File: src/pkg/tcl_cfg.svh
// Behaviour
// [RULE1] one configuration register of up to 18 bits, shifted only while strobe high
// [RULE2] bits arrive msb first, sampled on rising shift clock edge
// [RULE3] shifted word applied only when strobe falls
// [RULE4] on strobe fall update only as many bits as were shifted
// [RULE5] host never shifts more than 18 bits per access
// [RULE6] host may later reload only bits 7 to 0
// [RULE7] direct mode: only bits 15 to 0 matter, crc bits ignored
// [RULE8] bits 17 and 16 hold crc setup, kept while supply present
// [RULE9] host writes bit 15 as zero
// [RULE10] bit 14 selects direct (0) or burst (1) mode
// [RULE11] bit 13 selects 250 kbps (0) or 1 Mbps (1)
// [RULE12] bits 12 to 10 give fitted crystal frequency
// [RULE13] bits 9 and 8 select transmit output power
// [RULE14] bits 7 to 1 give channel; frequency 2400 MHz plus channel MHz
// [RULE15] host writes bit 0 as zero
// [RULE16] register holds default 0x10F04 until loaded
// [RULE17] host waits 3 ms after power down before strobe or activate
// [RULE18] supply loss clears configuration; reconfigure before active mode
// [RULE19] with valid configuration, power down may go straight to active mode
// [RULE20] host never raises strobe and transmit-activate together
// [RULE21] in reset: strobe low, activate low, power-up high; the testbench holds power-up low until reset is released
// [RULE22] burst: activate high, clock in data, fall starts transmission, back to standby
// [RULE23] bit 17 picks crc length 8 or 16, bit 16 enables crc
// [RULE24] shift clock and data ignored while strobe low
// [RULE25] a load of N bits lands in the N low positions
`ifndef TCL_CFG_SVH
`define TCL_CFG_SVH
`define TCL_CFG_WIDTH 18
`define TCL_CFG_DEFAULT 18'h10F04
`define TCL_BIT_CRC_LEN 17
`define TCL_BIT_CRC_EN 16
`define TCL_BIT_MODE 14
`define TCL_BIT_RATE 13
`define TCL_XO_MSB 12
`define TCL_XO_LSB 10
`define TCL_PWR_MSB 9
`define TCL_PWR_LSB 8
`define TCL_CH_MSB 7
`define TCL_CH_LSB 1
`define TCL_SETTLE_US 3000
`define TCL_CLK_KHZ 10000
`define TCL_SETTLE_CYC ((`TCL_SETTLE_US * `TCL_CLK_KHZ + 999) / 1000)
`endif

File: src/pkg/tcl_pkg.sv
package tcl_pkg;
  typedef struct packed {
    logic crc_len16;
    logic crc_en;
    logic burst_mode;
    logic rate_1m;
    logic [2:0] crystal_freq_select;
    logic [1:0] output_power_level;
    logic [6:0] channel_number;
  } tcl_fields_t;
  typedef enum {TCL_OFF, TCL_SETTLE, TCL_STANDBY, TCL_CONFIG, TCL_ACTIVE, TCL_SEND}
    tcl_state_t;
endpackage

File: src/hdl/tcl_loader.sv
`timescale 1ns/1ns
`default_nettype none
`include "tcl_cfg.svh"
module tcl_loader
  import tcl_pkg::*;
#(
  parameter int W = `TCL_CFG_WIDTH,
  parameter int SETTLE_CYC = `TCL_SETTLE_CYC
) (
  input wire logic CORE_CLK,
  input wire logic RST_N,
  input wire logic SUPPLY_OK,
  input wire logic STROBE,
  input wire logic TX_ACTIVATE,
  input wire logic POWER_UP_REQUEST,
  input wire logic CONFIG_SHIFT_CLOCK,
  input wire logic CONFIG_DATA,
  input wire logic TX_DONE,
  output logic [W-1:0] CONFIG_WORD,
  output logic CONFIG_VALID,
  output logic CRC_ENABLE,
  output logic CRC_LEN16,
  output logic BURST_MODE,
  output logic RATE_1M,
  output logic [2:0] CRYSTAL_FREQ_SELECT,
  output logic [1:0] OUTPUT_POWER_LEVEL,
  output logic [6:0] CHANNEL_NUMBER,
  output logic CONFIG_MODE,
  output logic ACTIVE_MODE,
  output logic TX_START,
  output logic STANDBY,
  output logic SEQ_ERROR
);
  localparam int CW = $clog2(W+1);
  localparam int TW = $clog2(SETTLE_CYC+1);
  localparam logic [W-1:0] DEFAULT = `TCL_CFG_DEFAULT;

  // elaboration refuses widths and counts the logic cannot serve
  if (W != `TCL_CFG_WIDTH) begin : g_bad_width
    $error("loader needs an 18-bit word");
  end
  if (SETTLE_CYC < 1) begin : g_bad_settle
    $error("settle count must be positive");
  end

  function automatic logic [W-1:0] low_mask(input logic [CW-1:0] n);
    logic [W-1:0] m;
    m = '0;
    for (int i = 0; i < W; i++) begin
      if (i < int'(n)) m[i] = 1'b1;
    end
    return m;
  endfunction

  logic [2:0] pins;
  logic strobe_s;
  logic act_s;
  logic sclk_s;
  tcl_sync #(.W(3)) u_sync (
    .clk(CORE_CLK),
    .rst_n(RST_N),
    .d({STROBE, TX_ACTIVATE, CONFIG_SHIFT_CLOCK}),
    .q(pins)
  );
  assign strobe_s = pins[2];
  assign act_s = pins[1];
  assign sclk_s = pins[0];

  logic data_s;
  tcl_sync #(.W(1)) u_sync_d (
    .clk(CORE_CLK),
    .rst_n(RST_N),
    .d(CONFIG_DATA),
    .q(data_s)
  );

  logic [1:0] lvl_sup;
  tcl_sync #(.W(2)) u_sync_l (
    .clk(CORE_CLK),
    .rst_n(RST_N),
    .d({SUPPLY_OK, POWER_UP_REQUEST}),
    .q(lvl_sup)
  );

  logic sclk_d;
  logic strobe_d;
  logic act_d;
  logic [1:0] done_p;
  logic shift_rise;
  logic strobe_fall;
  logic act_fall;

  // data waits one extra stage so it aligns past the shift clock edge detect
  logic data_d;
  always_ff @(posedge CORE_CLK or negedge RST_N) begin
    if (!RST_N) begin
      sclk_d <= 1'b0;
      strobe_d <= 1'b0;
      act_d <= 1'b0;
      data_d <= 1'b0;
      done_p <= '0;
    end else begin
      sclk_d <= sclk_s;
      strobe_d <= strobe_s;
      act_d <= act_s;
      data_d <= data_s;
      done_p <= {done_p[0], TX_DONE};
    end
  end
  // edges come from synchronised copies only, never from the raw pins
  assign shift_rise = sclk_s & ~sclk_d;
  assign strobe_fall = strobe_d & ~strobe_s;
  assign act_fall = act_d & ~act_s;

  logic [W-1:0] shreg;
  logic [CW-1:0] count;
  // both stages high, so a one-cycle strobe glitch never shifts
  // [RULE24] shifter only runs in strobe window
  tcl_shifter #(.W(W)) u_shift (
    .clk(CORE_CLK),
    .rst_n(RST_N),
    .strobe(strobe_s & strobe_d),
    .shift_rise(shift_rise),
    .data(data_d),
    .shreg(shreg),
    .count(count)
  );

  tcl_state_t state;
  tcl_state_t next_state;
  logic [TW-1:0] settle;
  logic [TW-1:0] next_settle;
  logic [W-1:0] cfg;
  logic [W-1:0] next_cfg;
  logic valid;
  logic next_valid;
  logic tx_start;
  logic next_tx_start;
  logic seq_err;
  logic next_seq_err;
  logic supply;
  logic power_up_request;
  logic [W-1:0] mask;

  assign supply = lvl_sup[1];
  assign power_up_request = lvl_sup[0];
  // mask covers only the bits shifted in during this access
  assign mask = low_mask(count);

  always_comb begin
    next_state = state;
    next_settle = settle;
    next_cfg = cfg;
    next_valid = valid;
    next_tx_start = 1'b0;
    next_seq_err = seq_err;
    if (!supply) begin
      // [RULE18] supply loss drops the word
      next_state = TCL_OFF;
      next_cfg = DEFAULT;
      next_valid = 1'b0;
      next_settle = '0;
    end else begin
      // [RULE20] both high is flagged, sticky
      if (strobe_s && act_s) next_seq_err = 1'b1;
      // [RULE3] apply on strobe fall
      if (strobe_fall) begin
        // [RULE4] [RULE25] only shifted low bits change
        next_cfg = (cfg & ~mask) | (shreg & mask);
        if (count != '0) next_valid = 1'b1;
      end
      unique case (state)
        TCL_OFF: begin
          if (power_up_request) begin
            next_state = TCL_SETTLE;
            next_settle = '0;
          end
        end
        TCL_SETTLE: begin
          // [RULE17] settle before config or active
          if (!power_up_request) begin
            // a dropped request restarts the wait from power down
            next_state = TCL_OFF;
          end else if (settle == TW'(SETTLE_CYC - 1)) begin
            next_state = TCL_STANDBY;
          end else begin
            next_settle = settle + 1'b1;
          end
          if (strobe_s || act_s) next_seq_err = 1'b1;
        end
        TCL_STANDBY: begin
          if (!power_up_request) begin
            next_state = TCL_OFF;
          end else if (strobe_s && !act_s) begin
            next_state = TCL_CONFIG;
          end else if (act_s && !strobe_s) begin
            // [RULE18] [RULE19] active only with a held word
            if (valid) next_state = TCL_ACTIVE;
            else next_seq_err = 1'b1;
          end
        end
        TCL_CONFIG: begin
          // word itself is applied by the strobe fall above
          if (!strobe_s) next_state = TCL_STANDBY;
        end
        TCL_ACTIVE: begin
          // [RULE22] activate fall starts burst send
          if (act_fall) begin
            if (cfg[`TCL_BIT_MODE]) begin
              next_state = TCL_SEND;
              next_tx_start = 1'b1;
            end else begin
              // direct mode has no send phase
              next_state = TCL_STANDBY;
            end
          end
        end
        TCL_SEND: begin
          // [RULE22] back to standby when done
          if (done_p[1]) next_state = TCL_STANDBY;
        end
      endcase
    end
  end

  always_ff @(posedge CORE_CLK or negedge RST_N) begin
    if (!RST_N) begin
      state <= TCL_OFF;
      settle <= '0;
      // [RULE16] default word after reset
      cfg <= DEFAULT;
      valid <= 1'b0;
      tx_start <= 1'b0;
      seq_err <= 1'b0;
    end else begin
      state <= next_state;
      settle <= next_settle;
      cfg <= next_cfg;
      valid <= next_valid;
      tx_start <= next_tx_start;
      seq_err <= next_seq_err;
    end
  end

  tcl_fields_t f;
  always_comb begin
    // [RULE23] [RULE8] crc fields
    f.crc_len16 = cfg[`TCL_BIT_CRC_LEN];
    f.crc_en = cfg[`TCL_BIT_CRC_EN];
    // [RULE10] mode select
    f.burst_mode = cfg[`TCL_BIT_MODE];
    // [RULE11] data rate
    f.rate_1m = cfg[`TCL_BIT_RATE];
    // [RULE12] crystal field
    f.crystal_freq_select = cfg[`TCL_XO_MSB:`TCL_XO_LSB];
    // [RULE13] power field
    f.output_power_level = cfg[`TCL_PWR_MSB:`TCL_PWR_LSB];
    // [RULE14] channel field
    f.channel_number = cfg[`TCL_CH_MSB:`TCL_CH_LSB];
    // [RULE7] crc meaningless in direct mode
    if (!f.burst_mode) begin
      f.crc_en = 1'b0;
      f.crc_len16 = 1'b0;
    end
  end

  always_ff @(posedge CORE_CLK or negedge RST_N) begin
    if (!RST_N) begin
      // fields reset to the decode of the default word so both agree
      // [RULE21] outputs forced to defaults
      CONFIG_WORD <= `TCL_CFG_DEFAULT;
      CONFIG_VALID <= 1'b0;
      CRC_ENABLE <= DEFAULT[`TCL_BIT_CRC_EN] & DEFAULT[`TCL_BIT_MODE];
      CRC_LEN16 <= DEFAULT[`TCL_BIT_CRC_LEN] & DEFAULT[`TCL_BIT_MODE];
      BURST_MODE <= DEFAULT[`TCL_BIT_MODE];
      RATE_1M <= DEFAULT[`TCL_BIT_RATE];
      CRYSTAL_FREQ_SELECT <= DEFAULT[`TCL_XO_MSB:`TCL_XO_LSB];
      OUTPUT_POWER_LEVEL <= DEFAULT[`TCL_PWR_MSB:`TCL_PWR_LSB];
      CHANNEL_NUMBER <= DEFAULT[`TCL_CH_MSB:`TCL_CH_LSB];
      CONFIG_MODE <= 1'b0;
      ACTIVE_MODE <= 1'b0;
      TX_START <= 1'b0;
      STANDBY <= 1'b0;
      SEQ_ERROR <= 1'b0;
    end else begin
      CONFIG_WORD <= cfg;
      CONFIG_VALID <= valid;
      CRC_ENABLE <= f.crc_en;
      CRC_LEN16 <= f.crc_len16;
      BURST_MODE <= f.burst_mode;
      RATE_1M <= f.rate_1m;
      CRYSTAL_FREQ_SELECT <= f.crystal_freq_select;
      OUTPUT_POWER_LEVEL <= f.output_power_level;
      CHANNEL_NUMBER <= f.channel_number;
      CONFIG_MODE <= (state == TCL_CONFIG);
      ACTIVE_MODE <= (state == TCL_ACTIVE) || (state == TCL_SEND);
      TX_START <= tx_start;
      STANDBY <= (state == TCL_STANDBY);
      SEQ_ERROR <= seq_err;
    end
  end
endmodule
`default_nettype wire

File: src/hdl/tcl_sync.sv
`timescale 1ns/1ns
`default_nettype none
module tcl_sync #(
  parameter int W = 1
) (
  input wire logic clk,
  input wire logic rst_n,
  input wire logic [W-1:0] d,
  output var logic [W-1:0] q
);
  logic [W-1:0] meta;
  always_ff @(posedge clk or negedge rst_n) begin
    if (!rst_n) begin
      meta <= '0;
      q <= '0;
    end else begin
      meta <= d;
      q <= meta;
    end
  end
endmodule
`default_nettype wire

File: src/hdl/tcl_shifter.sv
`timescale 1ns/1ns
`default_nettype none
`include "tcl_cfg.svh"
module tcl_shifter
  import tcl_pkg::*;
#(
  parameter int W = `TCL_CFG_WIDTH
) (
  input wire logic clk,
  input wire logic rst_n,
  input wire logic strobe,
  input wire logic shift_rise,
  input wire logic data,
  output var logic [W-1:0] shreg,
  output var logic [$clog2(W+1)-1:0] count
);
  logic [W-1:0] next_shreg;
  logic [$clog2(W+1)-1:0] next_count;
  if (W < 8) begin : g_bad_width
    $error("width too small");
  end
  always_comb begin
    next_shreg = shreg;
    next_count = count;
    if (!strobe) begin
      // [RULE24] idle while strobe low
      next_count = '0;
    end else if (shift_rise) begin
      // [RULE2] msb first, rising edge
      next_shreg = {shreg[W-2:0], data};
      // [RULE1] counts saturate at width
      if (count != W[$clog2(W+1)-1:0]) next_count = count + 1'b1;
    end
  end
  always_ff @(posedge clk or negedge rst_n) begin
    if (!rst_n) begin
      shreg <= '0;
      count <= '0;
    end else begin
      shreg <= next_shreg;
      count <= next_count;
    end
  end
endmodule
`default_nettype wire

File: config.mk
export PLATFORM = sky130hd
export DESIGN_NAME = tcl_loader
export DESIGN_NICKNAME = d
export VERILOG_FILES = /design/src/pkg/tcl_pkg.sv /design/src/hdl/tcl_loader.sv /design/src/hdl/tcl_sync.sv /design/src/hdl/tcl_shifter.sv
export VERILOG_INCLUDE_DIRS = /design/src /design/src/pkg
export SDC_FILE = /design/constraint.sdc
export NUM_CORES = 1
export LEC_CHECK = 0
export ABC_AREA = 1
export BUFFER_PORTS_ARGS = -buffer_cell sky130_fd_sc_hd__buf_2
export CAP_MARGIN = 30
export CORE_MARGIN = 2
export CORE_UTILIZATION = 55
export CTS_CLUSTER_SIZE = 24
export DETAILED_ROUTE_END_ITERATION = 12
export PLACE_DENSITY = 0.76
export SKIP_LAST_GASP = 1
export SYNTH_ARGS = -nofsm -noshare
export SYNTH_HDL_FRONTEND = slang
export SYNTH_SLANG_ARGS = --single-unit
File: constraint.sdc
create_clock -name CORE_CLK -period 4.9 [get_ports CORE_CLK]
set_clock_uncertainty 0.05 [all_clocks]
set_input_delay 1.225 -clock CORE_CLK [delete_from_list [all_inputs] [get_ports CORE_CLK]]
set_output_delay 1.225 -clock CORE_CLK [all_outputs]
set_load 0.03 [all_outputs]
==> results.md, run 1 <==
* Clock power frac at 0.317
* Nets@finish at 580
* Syn_nets at 545
* Ports at 49
* Rel. slew slack at 0.3610
* Peak supply drop at 0.0002001 V
* Dpl hpwl at 6557 µm
* Initial DRC count at 247
* Root buf cell: clkbuf_8
* DR DRC count at 0
* Number of synthesis warnings at 0
* Async S/R FF share, synth at 1.000
* Seq pwr share at 0.533
* Final design utilization at 0.6255
* CTS clk-pin slew, worst paths at 110 ps
* Full die area at 9414 µm²
* CTS resizes at 0
* Post CTS Setup Buffer Count at 0
* RSZ-0062 raised after global routing: no
* Cell internal pwr at 1256 µW
* Post-Syn Area at 4760 µm²
* Ys flop type: dfrtp_1
* Routed wire per std cell at 14.10 µm
* Fmax at 0.4181 GHz
* Mapped Cells at 528
* Logic pwr share at 0.149
* Largest delay contributor family on the critical path: flip-flops
* P per Cell Area at 351.2 nW/µm²
* Fin crit share at 0.4881
* Switching power share of the total at 0.3111
* H-tree depth at 3
* CTS tree: built
* Initial DRT Pass Iterations at 5
* Post-CTS Hold Buffers at 0
* Avg Cell Area, Syn at 9.014 µm²
* N_diodes at 0
* Maximum fanout along the worst path at 2
* Port Buf Inserts at 48
* Vias in the first global route at 3,522
* Post-synthesis sequential area ratio at 0.5605
* Post-layout min period at 2392 ps
* Largest net degree at the start of global routing at 73
* R2r startpoint: u_sync_l.q[1]
* Hold Startpoint: u_sync_l.meta[1]
* Setup TNS after final layout at 0 ps
* Via count at 3,657
* Crit path cell chain: buf_2
* FP Rows at 33
* First-pass GRT wire length at 16,520 µm
* Die Span Y at 97.03 µm
* Cell count of the worst reg-to-reg path at 8
* P_leak at 0.002542 µW
* Critical-path top delay cell: dfstp_2
* Hold EP: u_sync_l.q[1]
* Clock Tree Buf Depth at 2
* Max-slew violations at 0
* Effective utilization at floorplan at 0.5735
* Final ANT Viol Nets at 0
* Sinks on Clock Net at 106
* HP Class: flip-flop to flip-flop
* Hold Path Stages at 0
* Setup-failing EPs final at 0
* Synthesized flop and latch total at 106
* R2R setup slack at 2830 ps
* Fill count at 710
* Initial antenna violation count at 0
* Share of cells above drive strength 1 at 0.1690
* Share of the synthesized area in the top cell type at 0.4942
* Synth top area cells: dfrtp_1 (49%), nand2_1 (8.0%), dfstp_2 (6.6%)
* Final wirelength at 9487 µm
* Num CTS Buffers at 9
* Final Hold Fails at 0
* Worst path buffer plus inverter count at 1
* Status: finished, final reports clean
* Post-synth top cells: nand2_1 (102), dfrtp_1 (94), inv_1 (63), o21ai_0 (52), nor2_1 (44)
* R2R Path End: settle[10]
* Layout Area Growth over Synthesis at 9.069%
* Clock latency on the worst-skew pair at 390 ps
* Net Switching at 567.2 µW
* CP arrival at 1120 ps
* Setup WS pre-CTS at 2396 ps
* Setup slack after layout at 2508 ps
* CP Capture Type: primary output
* Die Wd at 97.03 µm
* Library cells used by synthesis at 38
* Placed cell area at 4974 µm²
* Total core area at 8299 µm²
* GRT Residual Overflow at 0
* Post-synth EDFFs at 0
* DR vias/cell at 5.434
* Critical path required time at 3620 ps
* Total power at 1823 µW
* Finished Cell Area at 5191 µm²
* Most common cell in the synthesized netlist: nand2_1
* Gr usage total at 0.2164
* Slew @ Worst Pin at 956.1 ps
* GPL Wtd Cong at 0.9794
* Crit path kind: flip-flop to primary output
* Max incr delay on CP at 540 ps
* Dominant cell type by area after synthesis: dfrtp_1
* Setup crit start kind: flip-flop
* # Max-Cap Violations at 0
worst register-to-register path: stages (launching register included):
cell and delay (ps):
dfrtp_1 340, buf_4 300, inv_1 320, nor3_1 320, inv_1 160, nand2_4 290
inv_1 70, nand2_1 70, nand2_1 40
layer usage:
metal | wire [µm] | up-vias | GRT usage
met3 | 622 | 17 | 0.05130
met4 | 180 | 0 | 0.07367
li1 | - | 1791 | -
met5 | 0 | - | 0
met1 | 4325 | 1729 | 0.3018
met2 | 4359 | 120 | 0.3360
flip-flops by register name, summed over array words and instances (netlist names), 5 cells and up:
register	flops
u_shift.shreg	18
u_shift.count	5
settle	15
CHANNEL_NUMBER	6
cfg	18
CONFIG_WORD	9
per-stage QoR:
step	hold slack (ps)	std cells
after global routing	317.9	673
after global placement	283.2	657
after CTS	314.4	673
final	310.0	673
after floorplan	281.2	528
after detailed placement	286.3	657
worst max-delay path by stage:
stage                            from         endpoint  slack, ps  cells after the start
2_1_floorplan       CHANNEL_NUMBER[1]   CONFIG_WORD[2]       2840                      1
3_3_place_gp                    RST_N           cfg[2]       2440                      2
3_5_place_dp                    RST_N          cfg[10]       2400                      2
4_1_cts                CONFIG_WORD[9]   CONFIG_WORD[9]       2480                      1
5_1_grt        CRYSTAL_FREQ_SELECT[0]  CONFIG_WORD[10]       2460                      1
6_report               CONFIG_WORD[9]   CONFIG_WORD[9]       2510                      1
final cells by class:
| cell class | count | area, µm² | share of cell area |
|---|---|---|---|
| Clock inverter | 7 | 93.84 | 0.01808 |
| Sequential cell | 106 | 2668 | 0.5139 |
| Clock buffer | 9 | 123.9 | 0.02386 |
| Inverter | 65 | 244.0 | 0.04700 |
| Tap cell | 105 | 131.4 | 0.02531 |
| Timing Repair Buffer | 50 | 257.7 | 0.04965 |
| Multi-Input combinational cell | 331 | 1673 | 0.3222 |
cell usage in the layout, fill, tap and decap left out, types with 3 or more instances in the layout:
| master | netlist | routed |
|---|---|---|
| dfrtp_1 | 94 | 94 |
| nand2_1 | 102 | 102 |
| dfstp_2 | 12 | 12 |
| o21ai_1 | 3 | 3 |
| clkbuf_8 | 0 | 9 |
| nor3_1 | 8 | 8 |
| buf_2 | 2 | 47 |
| nand3_1 | 38 | 38 |
| mux2_2 | 3 | 3 |
| nand4_1 | 17 | 17 |
| inv_1 | 63 | 63 |
| a21oi_1 | 25 | 25 |
| o21bai_1 | 3 | 3 |
| ha_1 | 8 | 8 |
| o21ai_0 | 52 | 52 |
| o21ai_2 | 7 | 7 |
| buf_4 | 15 | 3 |
| nor2_1 | 44 | 44 |
power by group through the flow:
stage | sequential [µW] | combinational (µW) | clock [µW]
after CTS | 971 | 273 | 597
after global placement | 985 | 264 | 0
after global routing | 981 | 312 | 630
final | 973 | 272 | 578
after floorplan | 988 | 204 | 0
after detailed placement | 988 | 272 | 0
cells by family after synthesis:
kind of cell    synth area share
fa+ha+maj                0.02103
flops                     0.5605
xor+xnor                0.003681
mux                     0.007097
simple gates              0.2027
compound gates            0.1170
buf+inv                  0.08806
No activity file was read; power rests on OpenSTA's default activity.
==> run 2: changes to the inputs <==
- ABC_AREA: 1 -> 0
- CORE_UTILIZATION: 55 -> 52
- clock period: 4.9 -> 2.2 ns (I/O delays scaled with it)
==> run 2 against run 1 <==
Wire length decreased by 20%. Clock-buffer cell count increased by 4. Core utilization decreased by 4.5 points. Largest power group unchanged.
==> results.md, run 2 <==
* Status: finished, final reports clean
* Setup TNS after final layout at 0 ps
* # Max-Cap Violations at 0
* Setup-failing EPs final at 0
* P per Cell Area at 728.2 nW/µm²
* FP Rows at 34
* Largest regs: cfg x18, u_shift.shreg x18, settle x15
* Initial DRC count at 102
* CTS tree: built
* Gr usage total at 0.1728
* Clock latency on the worst-skew pair at 350 ps
* Most frequent cells in the layout: dfrtp_1 (94), buf_2 (47), nand2_1 (25), o21ai_0 (21), mux2_2 (16)
* GRT Residual Overflow at 0
* Mapped Cells at 387
* Slew @ Worst Pin at 729.0 ps
* Root buf cell: clkbuf_8
* CP arrival at 2190 ps
* Post-CTS Hold Buffers at 0
* N_diodes at 0
* Post-synth EDFFs at 0
* CP Capture Type: flip-flop
* CTS clk-pin slew, worst paths at 90 ps
* Initial antenna violation count at 0
* Num CTS Buffers at 9
* Final ANT Viol Nets at 0
* Library cells used by synthesis at 54
* CTS resizes at 0
* Share of cells above drive strength 1 at 0.2436
* P_leak at 0.002293 µW
* Final hold slack at 97.84 ps
* Dpl hpwl at 5126 µm
* DR DRC count at 0
* Ys flop type: dfrtp_1
* First-pass GRT wire length at 13,340 µm
* Fin crit share at 0.8948
* Final wirelength at 7635 µm
* Maximum fanout along the worst path at 9
* Vias in the first global route at 2,888
* Nets@finish at 439
* Dominant cell type by area after synthesis: dfrtp_1
* Largest net degree at the start of global routing at 38
* Die Span Y at 97.28 µm
* Async S/R FF share, synth at 1.000
* Synth top area cells: dfrtp_1 (52%), dfstp_2 (7.0%), mux2_2 (4.0%)
* Syn_nets at 404
* GPL Wtd Cong at 0.8919
* Final Hold Fails at 0
* Initial DRT Pass Iterations at 4
* RSZ-0062 raised after global routing: no
* Multi-input logic area at 1620 µm²
* Fmax at 0.5080 GHz
* Ports at 49
* Max-slew violations at 0
* Die Wd at 97.28 µm
* Peak supply drop at 0.0004931 V
* Share of the synthesized area in the top cell type at 0.5199
* Post-synthesis sequential area ratio at 0.5896
* Routed wire per std cell at 14.27 µm
* Rel. slew slack at 0.5108
* Post-layout min period at 1969 ps
* HP Class: input pin to asynchronous set/reset pin
* Fill count at 711
* Clock Tree Buf Depth at 2
* Post-Syn Area at 4524 µm²
* Crit path kind: flip-flop to flip-flop
* Effective utilization at floorplan at 0.5265
* Most common cell in the synthesized netlist: dfrtp_1
* Sequential cell area at 2668 µm²
* Commonest non-fill, non-tap cell in the layout: dfrtp_1
* Total core area at 8593 µm²
* Setup crit start kind: flip-flop
* Port Buf Inserts at 48
* Avg Cell Area, Syn at 11.69 µm²
* Sinks on Clock Net at 106
* Post CTS Setup Buffer Count at 0
* Synthesized flop and latch total at 106
* Number of synthesis warnings at 0
* H-tree depth at 3
* Full die area at 9462 µm²
* Layout Area Growth over Synthesis at 10.18%
* Critical path required time at 2420 ps
* DR vias/cell at 5.437
* Post-synth top cells: dfrtp_1 (94), nand2_1 (25), o21ai_0 (21), mux2_2 (16)
* Cell count of the worst reg-to-reg path at 4
* Via count at 2,909
run 2: cell types whose count changed after synthesis, moves of 8 or more:
cell and change:
mux2_2 +13, inv_1 -51, nand4_1 -13, a31oi_1 +14, nor2b_1 +14, nand2b_1 +9, clkbuf_1 +8, mux2i_1 +13
a21oi_1 -10, nor2_1 -29, nand2_1 -77, nand3_1 -29, o21ai_0 -31
run 2: cell type report:
type                            instances  area share
Sequential cell                       106      0.5351
Multi-Input combinational cell        235      0.3250
Timing Repair Buffer                   58     0.06878
Clock buffer                           13     0.03188
Tap cell                              108     0.02711
Inverter                               12    0.009036
Clock inverter                          3    0.003012
run 2: path summary, 6_finish.rpt:
path / slack [ps] / start / to
setup / recovery: 230 / settle[4] / settle[6]
hold / removal: 100 / RST_N / CONFIG_WORD[12]
setup reg to reg: 230 / settle[4] / settle[6]
hold reg to reg: 300 / u_sync_d.q / data_d
max in group asynchronous: 1400 / RST_N / CHANNEL_NUMBER[1]
min in group CORE_CLK: 250 / TX_ACTIVATE / u_sync.meta[1]
run 2: metrics by stage:
stage,total power (µW),cells,worst slack [ps],instance area [µm²],utilization
4_1_cts,3664,535,266.8,4985,0.5801
3_5_place_dp,2599,519,278.1,4811,0.5598
5_1_grt,3814,535,101.7,4985,0.5801
6_report,3630,535,231.5,4985,0.5801
3_3_place_gp,2581,519,329.5,4811,0.5598
2_1_floorplan,2424,387,320.2,4524,-
run 2: cell families (layout without fill, tap and decap cells):
kind of cell,Yosys count,after routing,share of synthesized area
and+or+nand+nor,112,112,0.1441
DFF,106,106,0.5896
xor gates and xnor gates,6,6,0.01162
muxes,29,29,0.06858
AOI/OAI and AO/OA,80,80,0.1117
adders and majority gates,8,8,0.02212
buffers and inverters,46,86,0.05226
run 2: where the power goes:
part | leakage [µW] | internal, µW | switching [µW]
sequential | 0.00138 | 2030 | 50.2
clock | 0.0000932 | 470 | 599
combinational | 0.000821 | 188 | 292
run 2: critical path, stage by stage (launching register included):
cell	delay [ps]
dfrtp_1	450
or4_4	540
nor4_2	240
o21ai_1	310
a31oi_1	290
run 2: routing by layer:
metal  vias up  wire [µm]  track usage
met2        79       3504       0.2601
met1      1393       3670       0.2462
met4         0        103      0.06517
met3        10        357      0.04173
li1       1427          -            -
met5         -          0            0
==> run 3: changes to the inputs <==
- PLACE_DENSITY: 0.76 -> 0.75
==> run 3 against run 2 <==
Clock power is 12% higher. Wire length is 1.9% higher. Sequential power about the same. Critical path type unchanged. Sequential share of layout area is 0.24 points lower. Critical endpoint is now settle[9]. Worst hold slack worse by 9.5 ps. Highest routed layer unchanged.
==> results.md, run 3 (synthesized netlist as in run 2, its figures left out) <==
* Setup WS pre-CTS at 253.4 ps
* Post CTS Setup Buffer Count at 0
* Rel. slew slack at 0.5237
* Effective utilization at floorplan at 0.5265
* Total core area at 8593 µm²
* Setup-failing EPs final at 0
* Total power at 3754 µW
* Initial DRT Pass Iterations at 5
* Cell count of the worst reg-to-reg path at 4
* Setup slack after layout at 235.7 ps
* Layout Area Growth over Synthesis at 10.67%
* Full die area at 9462 µm²
* CP arrival at 2210 ps
* CTS tree: built
* Die Span Y at 97.28 µm
* Gr usage total at 0.1804
* Final Hold Fails at 0
* Via count at 2,958
* FP Rows at 34
* Dpl hpwl at 5379 µm
* Max-slew violations at 0
* Ports at 49
* Final design utilization at 0.5827
* Routed wire per std cell at 14.57 µm
* CTS resizes at 0
* HP Class: input pin to asynchronous set/reset pin
* Initial DRC count at 85
* Fmax at 0.5091 GHz
* Root buf cell: clkbuf_8
* Nets@finish at 439
* Post-layout min period at 1964 ps
* Clock latency on the worst-skew pair at 370 ps
* # Max-Cap Violations at 0
* Most frequent cells in the layout: dfrtp_1 (94), buf_2 (47), nand2_1 (25), o21ai_0 (21), mux2_2 (16)
* Commonest non-fill, non-tap cell in the layout: dfrtp_1
* CP Capture Type: flip-flop
* DR DRC count at 0
* Largest regs: cfg x18, u_shift.shreg x18, settle x15
* Final ANT Viol Nets at 0
* CTS clk-pin slew, worst paths at 90 ps
* Final wirelength at 7780 µm
* Setup TNS after final layout at 0 ps
* P per Cell Area at 749.8 nW/µm²
* RSZ-0062 raised after global routing: no
* Share of cells above drive strength 1 at 0.2418
* Slew @ Worst Pin at 709.7 ps
* P_leak at 0.002296 µW
* Largest net degree at the start of global routing at 38
* Peak supply drop at 0.0004083 V
* N_diodes at 0
* Post-CTS Hold Buffers at 0
* GPL Wtd Cong at 0.8894
* Die Wd at 97.28 µm
* Setup crit start kind: flip-flop
* Fin crit share at 0.8928
* Placed cells at 519
* Clock Tree Buf Depth at 2
* Status: finished, final reports clean
* Initial antenna violation count at 0
* GRT Residual Overflow at 0
* DR vias/cell at 5.539
* Fill count at 725
* Port Buf Inserts at 48
* Maximum fanout along the worst path at 8
* Critical path required time at 2440 ps
* Sinks on Clock Net at 106
* H-tree depth at 3
* Non-Filler Instances at 534
* Crit path kind: flip-flop to flip-flop
* Vias in the first global route at 2,968
* First-pass GRT wire length at 13,760 µm
* Num CTS Buffers at 9
## run 3: path summary, 6_finish.rpt
check,to,slack (ps),startpoint
worst max register to register,settle[9],240,state[2]
worst min register to register,u_sync_l.q[1],300,u_sync_l.meta[1]
min in group CORE_CLK,u_sync_d.meta,230,CONFIG_DATA
max in group asynchronous,cfg[16],1420,RST_N
worst max-delay path,settle[9],240,state[2]
worst min-delay path,u_shift.shreg[7],90,RST_N
## run 3: worst max-delay path: stages (launching register included)
cell,delay [ps]
dfrtp_1,380
nand4bb_1,370
nor4_1,550
or3b_1,400
a21oi_1,140
## run 3: power by group
part / total, µW / leakage (µW) / internal, µW / switching (µW)
sequential: 2080 / 0.00138 / 2030 / 49.1
combinational: 477 / 0.000821 / 188 / 290
clock: 1200 / 0.0000957 / 584 / 614
total: 3750 / 0.00230 / 2800 / 953
## run 3: through the flow
step                      instance area (µm²)  hold slack [ps]
final                                    5007            88.31
after global routing                     5007            116.5
after CTS                                5007            94.24
after detailed placement                 4811            284.7
after global placement                   4811            281.3
after floorplan                          4524            204.4
## run 3: routing by layer
layer | vias up | share of wire | track usage
li1 | 1424 | - | -
met1 | 1456 | 0.47 | 0.2535
met2 | 63 | 0.47 | 0.2730
met3 | 15 | 0.041 | 0.03094
met4 | 0 | 0.023 | 0.09188
met5 | - | 0 | 0
## run 3: layout make-up
type | instances | area (µm²) | area share
well taps | 108 | 135.1 | 0.02699
multi-input cells | 235 | 1620 | 0.3236
clock buffers | 13 | 158.9 | 0.03173
repair buffers | 58 | 342.8 | 0.06847
flip-flops and latches | 106 | 2668 | 0.5327
inverters | 12 | 45.04 | 0.008996
clock inverters | 2 | 37.54 | 0.007496
